File: src/verilog/pab_pkg.sv
// shared constants and types for the port a/b pin function mux
package pab_pkg;

  // ----------------------------------------------------------------
  // control codes
  // ----------------------------------------------------------------
  localparam logic [3:0] PAB_SEG_GPIO     = 4'h0;
  localparam logic [2:0] PAB_MUX_NONE     = 3'h0;
  localparam logic [2:0] PAB_MUX_NO_LCD_COMMON_OUT_THREE  = 3'h2;

  // converter channel code per port b pin, index 0 is pin 3, index 4 is pin 7
  localparam logic [4:0][3:0] PAB_PB_CODE = {4'hB, 4'hA, 4'h9, 4'h8, 4'h7};

  // ----------------------------------------------------------------
  // reset values
  // ----------------------------------------------------------------
  localparam logic [2:0] PAB_PA_RST = 3'h0;
  localparam logic       PAB_PB_RST = 1'h0;

  // ----------------------------------------------------------------
  // types
  // ----------------------------------------------------------------
  typedef enum logic [1:0] {
    PAB_FN_IN   = 2'h0,
    PAB_FN_OUT  = 2'h1,
    PAB_FN_COM  = 2'h3,
    PAB_FN_OPEN = 2'h2
  } pab_pa_fn_t;

  typedef struct packed {
    logic [3:0] lcd_segment_select_field;
    logic       lcd_duty_select_high;
    logic       lcd_duty_select_low;
    logic       lcd_common_mux_select;
  } pab_lcd_ctl_t;

endpackage

File: src/verilog/pab_pin_mux.sv
// pin function mux for port a pins 2..0 and port b pins 7..3
`timescale 1ns/10ps
`default_nettype none

// ------------------------------------------------------------------
// ------------------------------------------------------------------

module pab_pin_mux
(
  input  wire logic                  clock,
  input  wire logic                  rst,
  input  wire pab_pkg::pab_lcd_ctl_t lcd_port_control_register,
  input  wire logic [2:0]            port_a_direction_register,
  input  wire logic [2:0]            port_a_data,
  input  wire logic [2:0]            lcd_common_wave,
  input  wire logic [2:0]            port_a_pin_in,
  input  wire logic [3:0]            converter_channel_field,
  input  wire logic [7:3]            port_b_pin_in,
  output var  logic [2:0]            port_a_pin_out,
  output var  logic [2:0]            port_a_pin_oe,
  output var  logic [2:0]            port_a_read,
  output var  logic [2:0]            port_a_com_active,
  output var  logic [7:3]            port_b_read,
  output var  logic [7:3]            port_b_analog_sel
);
  import pab_pkg::*;

  logic                 gpio_mode;
  logic [2:0]           mux_bits;
  pab_pa_fn_t [2:0]     fn_next;
  logic [2:0]           out_next;
  logic [2:0]           oe_next;
  logic [2:0]           read_next;

  // ------------------------------------------------------------------
  // port a function decode
  // ------------------------------------------------------------------
  assign gpio_mode = (lcd_port_control_register.lcd_segment_select_field == PAB_SEG_GPIO);
  assign mux_bits  = {lcd_port_control_register.lcd_duty_select_high,
                      lcd_port_control_register.lcd_duty_select_low,
                      lcd_port_control_register.lcd_common_mux_select};

  always_comb
  begin
    for (int i = 0; i < 3; i++)
    begin
      fn_next[i] = port_a_direction_register[i] ? PAB_FN_OUT : PAB_FN_IN;
    end
    if (!gpio_mode)
    begin
      fn_next[0] = PAB_FN_COM;
      fn_next[1] = (mux_bits == PAB_MUX_NONE) ? PAB_FN_OPEN : PAB_FN_COM;
      fn_next[2] = ((mux_bits == PAB_MUX_NONE) || (mux_bits == PAB_MUX_NO_LCD_COMMON_OUT_THREE))
                   ? PAB_FN_OPEN : PAB_FN_COM;
    end
  end

  // an open pin is simply not driven; its level is left floating
  always_comb
  begin
    for (int i = 0; i < 3; i++)
    begin
      case (fn_next[i])
        PAB_FN_OUT:
        begin
          out_next[i]  = port_a_data[i];
          oe_next[i]   = 1'b1;
          read_next[i] = port_a_data[i];
        end
        PAB_FN_COM:
        begin
          out_next[i]  = lcd_common_wave[i];
          oe_next[i]   = 1'b1;
          read_next[i] = 1'b0;
        end
        PAB_FN_IN:
        begin
          out_next[i]  = 1'b0;
          oe_next[i]   = 1'b0;
          read_next[i] = port_a_pin_in[i];
        end
        default:
        begin
          out_next[i]  = 1'b0;
          oe_next[i]   = 1'b0;
          read_next[i] = 1'b0;
        end
      endcase
    end
  end

  // ------------------------------------------------------------------
  // port a output registers
  // ------------------------------------------------------------------
  // one register stage keeps pin timing clean; new settings show one
  // clock later with no further software action
  always_ff @(posedge clock or posedge rst)
  begin
    if (rst)
    begin
      port_a_pin_out    <= PAB_PA_RST;
      port_a_pin_oe     <= PAB_PA_RST;
      port_a_read       <= PAB_PA_RST;
      port_a_com_active <= PAB_PA_RST;
    end
    else
    begin
      port_a_pin_out <= out_next;
      port_a_pin_oe  <= oe_next;
      port_a_read    <= read_next;
      for (int i = 0; i < 3; i++)
      begin
        port_a_com_active[i] <= (fn_next[i] == PAB_FN_COM);
      end
    end
  end

  // ------------------------------------------------------------------
  // port b cells
  // ------------------------------------------------------------------
  for (genvar g = 0; g < 5; g++)
  begin : g_pb
    pab_pb_cell
    #(
      .CODE (PAB_PB_CODE[g])
    )
    u_cell
    (
      .clock         (clock),
      .rst           (rst),
      .channel_field (converter_channel_field),
      .pin_in        (port_b_pin_in[g+3]),
      .analog_en_reg (port_b_analog_sel[g+3]),
      .gp_read_reg   (port_b_read[g+3])
    );
  end

  // ------------------------------------------------------------------
  // assertions
  // ------------------------------------------------------------------
  property p_pa2_gpio;
    @(posedge clock) disable iff (rst)
    gpio_mode |=> (port_a_pin_oe[2] == $past(port_a_direction_register[2]))
                  && !port_a_com_active[2];
  endproperty
  a_pa2_gpio: assert property (p_pa2_gpio) else $error("pin 2 gpio direction wrong");

  property p_pa2_open;
    @(posedge clock) disable iff (rst)
    (!gpio_mode && (mux_bits == 3'h0 || mux_bits == 3'h2))
      |=> !port_a_pin_oe[2] && !port_a_com_active[2];
  endproperty
  a_pa2_open: assert property (p_pa2_open) else $error("pin 2 not left open");

  property p_pa2_com;
    @(posedge clock) disable iff (rst)
    (!gpio_mode && mux_bits != 3'h0 && mux_bits != 3'h2)
      |=> port_a_com_active[2] && port_a_pin_oe[2]
          && (port_a_pin_out[2] == $past(lcd_common_wave[2]));
  endproperty
  a_pa2_com: assert property (p_pa2_com) else $error("pin 2 not common three");

  property p_pa1_gpio;
    @(posedge clock) disable iff (rst)
    (gpio_mode && port_a_direction_register[1])
      |=> port_a_pin_oe[1] && (port_a_pin_out[1] == $past(port_a_data[1]));
  endproperty
  a_pa1_gpio: assert property (p_pa1_gpio) else $error("pin 1 output wrong");

  property p_pa1_com;
    @(posedge clock) disable iff (rst)
    !gpio_mode |=> port_a_com_active[1] == ($past(mux_bits) != 3'h0);
  endproperty
  a_pa1_com: assert property (p_pa1_com) else $error("pin 1 common select wrong");

  property p_pa0_gpio;
    @(posedge clock) disable iff (rst)
    (gpio_mode && !port_a_direction_register[0])
      |=> !port_a_pin_oe[0] && (port_a_read[0] == $past(port_a_pin_in[0]));
  endproperty
  a_pa0_gpio: assert property (p_pa0_gpio) else $error("pin 0 input wrong");

  property p_pa0_com;
    @(posedge clock) disable iff (rst)
    !gpio_mode |=> port_a_com_active[0] && port_a_pin_oe[0];
  endproperty
  a_pa0_com: assert property (p_pa0_com) else $error("pin 0 not common one");

  property p_pb7;
    @(posedge clock) disable iff (rst)
    1'b1 |=> port_b_analog_sel[7] == ($past(converter_channel_field) == 4'hB);
  endproperty
  a_pb7: assert property (p_pb7) else $error("pin b7 routing wrong");

  property p_pb6;
    @(posedge clock) disable iff (rst)
    (converter_channel_field == 4'hA) |=> port_b_analog_sel[6] && !port_b_read[6];
  endproperty
  a_pb6: assert property (p_pb6) else $error("pin b6 routing wrong");

  property p_pb5;
    @(posedge clock) disable iff (rst)
    (converter_channel_field != 4'h9)
      |=> !port_b_analog_sel[5] && (port_b_read[5] == $past(port_b_pin_in[5]));
  endproperty
  a_pb5: assert property (p_pb5) else $error("pin b5 input wrong");

  property p_pb4;
    @(posedge clock) disable iff (rst)
    1'b1 |=> port_b_analog_sel[4] == ($past(converter_channel_field) == 4'h8);
  endproperty
  a_pb4: assert property (p_pb4) else $error("pin b4 routing wrong");

  property p_pb3;
    @(posedge clock) disable iff (rst)
    1'b1 |=> port_b_analog_sel[3] == ($past(converter_channel_field) == 4'h7);
  endproperty
  a_pb3: assert property (p_pb3) else $error("pin b3 routing wrong");

  property p_follow;
    @(posedge clock) disable iff (rst)
    (!gpio_mode ##1 gpio_mode)
      |=> !port_a_com_active[0] && (port_a_pin_oe == $past(port_a_direction_register));
  endproperty
  a_follow: assert property (p_follow) else $error("pin function lagged control");

endmodule

`default_nettype wire

File: src/verilog/pab_pb_cell.sv
// one port b pin: general input or converter channel
`timescale 1ns/10ps
`default_nettype none

module pab_pb_cell
#(
  parameter logic [3:0] CODE = 4'h0
)
(
  input  wire logic       clock,
  input  wire logic       rst,
  input  wire logic [3:0] channel_field,
  input  wire logic       pin_in,
  output var  logic       analog_en_reg,
  output var  logic       gp_read_reg
);
  import pab_pkg::*;

  logic analog_next;

  // ----------------------------------------------------------------
  // function select
  // ----------------------------------------------------------------
  assign analog_next = (channel_field == CODE);

  // digital read is forced low while the converter owns the pin,
  // so a floating analog level never reaches the data path
  always_ff @(posedge clock or posedge rst)
  begin
    if (rst)
    begin
      analog_en_reg <= PAB_PB_RST;
      gp_read_reg   <= PAB_PB_RST;
    end
    else
    begin
      analog_en_reg <= analog_next;
      gp_read_reg   <= pin_in & ~analog_next;
    end
  end

endmodule

`default_nettype wire

File: config.mk
export PLATFORM = sky130hd
export DESIGN_NAME = pab_pin_mux
export DESIGN_NICKNAME = d
export VERILOG_FILES = /design/src/verilog/pab_pkg.sv /design/src/verilog/pab_pin_mux.sv /design/src/verilog/pab_pb_cell.sv
export SDC_FILE = /design/constraint.sdc
export NUM_CORES = 1
export LEC_CHECK = 0
export BUFFER_PORTS_ARGS = -buffer_cell sky130_fd_sc_hd__clkbuf_2
export CORE_UTILIZATION = 45
export CTS_BUF_LIST = sky130_fd_sc_hd__clkbuf_16
export CTS_CLUSTER_DIAMETER = 40
export CTS_CLUSTER_SIZE = 30
export DETAILED_ROUTE_END_ITERATION = 6
export PLACE_DENSITY = 0.91
export SKIP_CTS_REPAIR_TIMING = 1
export SLEW_MARGIN = 40
export SYNTH_ARGS = -nofsm -noshare
export SYNTH_HDL_FRONTEND = slang
export SYNTH_SLANG_ARGS = --single-unit
File: constraint.sdc
create_clock -name clock -period 1.8 [get_ports clock]
set_clock_uncertainty 0.2 [all_clocks]
set_input_delay 0.09 -clock clock [delete_from_list [all_inputs] [get_ports clock]]
set_output_delay 0.09 -clock clock [all_outputs]
set_load 0.1 [all_outputs]
==> impl_metrics.toml <==
[synth]
synth_top_family_by_area = "simple AND/OR/NAND/NOR gates"
synthArstFlopShare_pct = 100
synth_fp_nets = 100
seq_area_frac_synth_pct = 62.2
synthCells = 70
ys_top_cells_by_count = "dfrtp_1, buf_4, nand2_1, nand2b_1"
synth_fa_ha_area_share_pct = 0
yosys.area_share.simple_pct = 14.9
synth_largest_area_cell = "dfrtp_1"
synth_cell_types = 22
synth_xor_xnor_area_share_pct = 0
yosysMostFrequentCell = "dfrtp_1"
synth_area_per_cell_um2 = 12.6
ys_top_cells_by_area = "dfrtp_1, buf_4, mux2i_1"
synth_edf_count = 0
synth_compound_area_share_pct = 5.94
synthMuxAreaShare_pct = 5.94
yosys_warnings = 0
ys_ff_latch = 22
dominantRegCellSynth = "dfrtp_1"
synth_area_um2 = 885
synth.top_cell.area_share_pct = 62.2

[critical_path]
crit_end = "g_pb[0].u_cell.gp_read_reg"
crit_family = "buffers and inverters"
path_max_fanout = 5
critPathLaunchType = "input port"
worstSetupEndpointType = "register"
required_ps = 1720
cp.depth = 5
crit_path_frequent_cell = "dlygate4sd3_1"
timing.critical_path.buf_inv = 3
arrival_ps = 1690
crit_slowest_cell = "dlygate4sd3_1"
path_cells = "dlygate4sd3_1 -> clkbuf_2 -> nand2_1 -> o31a_1 -> dlygate4sd3_1"
critPathKind = "in -> reg"
startpoint = "converter_channel_field[0]"
max_stage_delay_ps = 560

[run_status]
outcome = "finished, violations left"
violations = "negative hold slack"

[clocking]
cts_tree = "done"
clock_path_buffers = 2
htreeDepth = 1
cts_buffers = 3
cts_root_buf = "clkbuf_16"
cts.clk_slew.worst_paths_ps = 60
clock_sinks = 22

[global_route]
grt.met3_usage_pct = 4.71
grt_pass1_vias = 583
globalRouteMet2Util_pct = 26.1
track_usage_pct = 14.9
grt.busiest_layer = "met2"
grt-ovfl-total = 0
grt_max_degree = 23
use_met1_pct = 16.1
grt_pass1_wl_um = 2210
antenna_found_initial = 0

[timing]
period_share_pct = 98.3
min_period_ps = 1770
setup_viol = 0
clock.fmax_mhz = 565
holdWs_ps = -4.95
slew-limit-headroom_pct = 63.6
tightest_slew_ps = 549
fin_ws_ps = 30.3
drv_slew = 0
hold_violations = 1
setup_tns_ps = 0

[placement]
place_congestion = 0.679
dp_hpwl_um = 1130
dpl.cell_count = 135
pre_cts_slack_ps = 376
placed_area_mm2 = 0.00108
io_buffers = 51

[detailed_routing]
drc = 0
postRouteAntennaNets = 0
wl_per_cell_um = 11.8
num_vias = 766
vias_per_cell = 4.53
wirelength_um = 2000
drt_iter0_markers = 8
first_pass_iters = 4

[floorplanning]
die_height_um = 46.3
placement_rows = 15
start_util_pct = 49.6
die_area_mm2 = 0.00215
coreArea_mm2 = 0.00178
pin_count = 52
die_w_um = 46.3

[cells_and_area]
stdcell_area_mm2 = 0.00146
area_growth_syn_to_layout_pct = 65.5
nFillCells = 112
nets = 175
drive_gt1_share_pct = 42.4
antenna_cells = 0
stdcell_count = 169

[power]
peakVddDrop_v = 0.000518
p_per_area_mw_per_mm2 = 883
power.total_uw = 1290
p_leak_uw = 0.000750

[min_path]
hold_depth = 3
hold_class = "in -> reg"

[flow_run]
maxCapViolCount = 0
## worst min path at each step
| stage | endpoint | slack, ps | startpoint |
|---|---|---|---|
| after global placement | port_a_read[1] | 40 | rst |
| after detailed placement | port_a_com_active[1] | 60 | rst |
| after floorplan | g_pb[0].u_cell.analog_en_reg | -120 | rst |
| after CTS | port_a_com_active[1] | -210 | rst |
| after global routing | port_a_read[1] | 10 | lcd_port_control_register[4] |
| final | port_a_read[1] | -5 | lcd_port_control_register[3] |
## cells by family (layout without fill, tap and decap cells)
group,after synthesis,after routing
AO/OA/AOI/OAI,8,8
flip-flops,22,22
multiplexers,5,5
buffers and inverters,14,88
AND/OR/NAND/NOR,21,21
## placed cells by master, fill, tap and decap left out
cell type and count:
clkbuf_2 51, dlygate4sd3_1 30, dfrtp_1 22, nand2_1 4, nand2b_1 4, a21oi_1 3, mux2i_1 3, clkbuf_16 3
and2_2 2, mux2_2 2, inv_1 2, nor3_1 2, o31a_1 2, nor4bb_1 2, nor2b_1 2, or4_4 1
or3_1 1, o31ai_1 1, or2_2 1, o21ai_0 1, or2_1 1, nor2_1 1, o21a_1 1, inv_2 1
clkinv_1 1
## report_power, final
| group | leakage [uW] | switching (uW) | internal [uW] |
|---|---|---|---|
| clock network | 0.0000385 | 154 | 295 |
| registers | 0.000264 | 6.07 | 516 |
| logic | 0.000447 | 225 | 97.0 |
| total | 0.000750 | 384 | 909 |
## metrics by stage
step           util (%)  hold slack, ps
6_report           82.1           -4.95
5_1_grt            82.1            12.6
4_1_cts            65.3            -206
3_5_place_dp       60.8            57.6
3_3_place_gp       60.8            42.7
2_1_floorplan         -            -121
## layer usage
metal / part of all wire [%] / wire, um
met1: 40 / 801
met2: 53 / 1060
met3: 6.3 / 125
met4: 0.60 / 12
met5: 0 / 0
## cell type report
| class | instances | area [um^2] | area share [%] |
|---|---|---|---|
| multi-input combinational | 34 | 236 | 16.2 |
| inverter | 3 | 11.3 | 0.769 |
| tap | 25 | 31.3 | 2.14 |
| timing repair buffer | 81 | 556 | 37.9 |
| clock inverter | 1 | 3.75 | 0.256 |
| clock buffer | 3 | 75.1 | 5.13 |
| sequential | 22 | 551 | 37.6 |
Note: power is estimated with default switching activity, not from simulation.
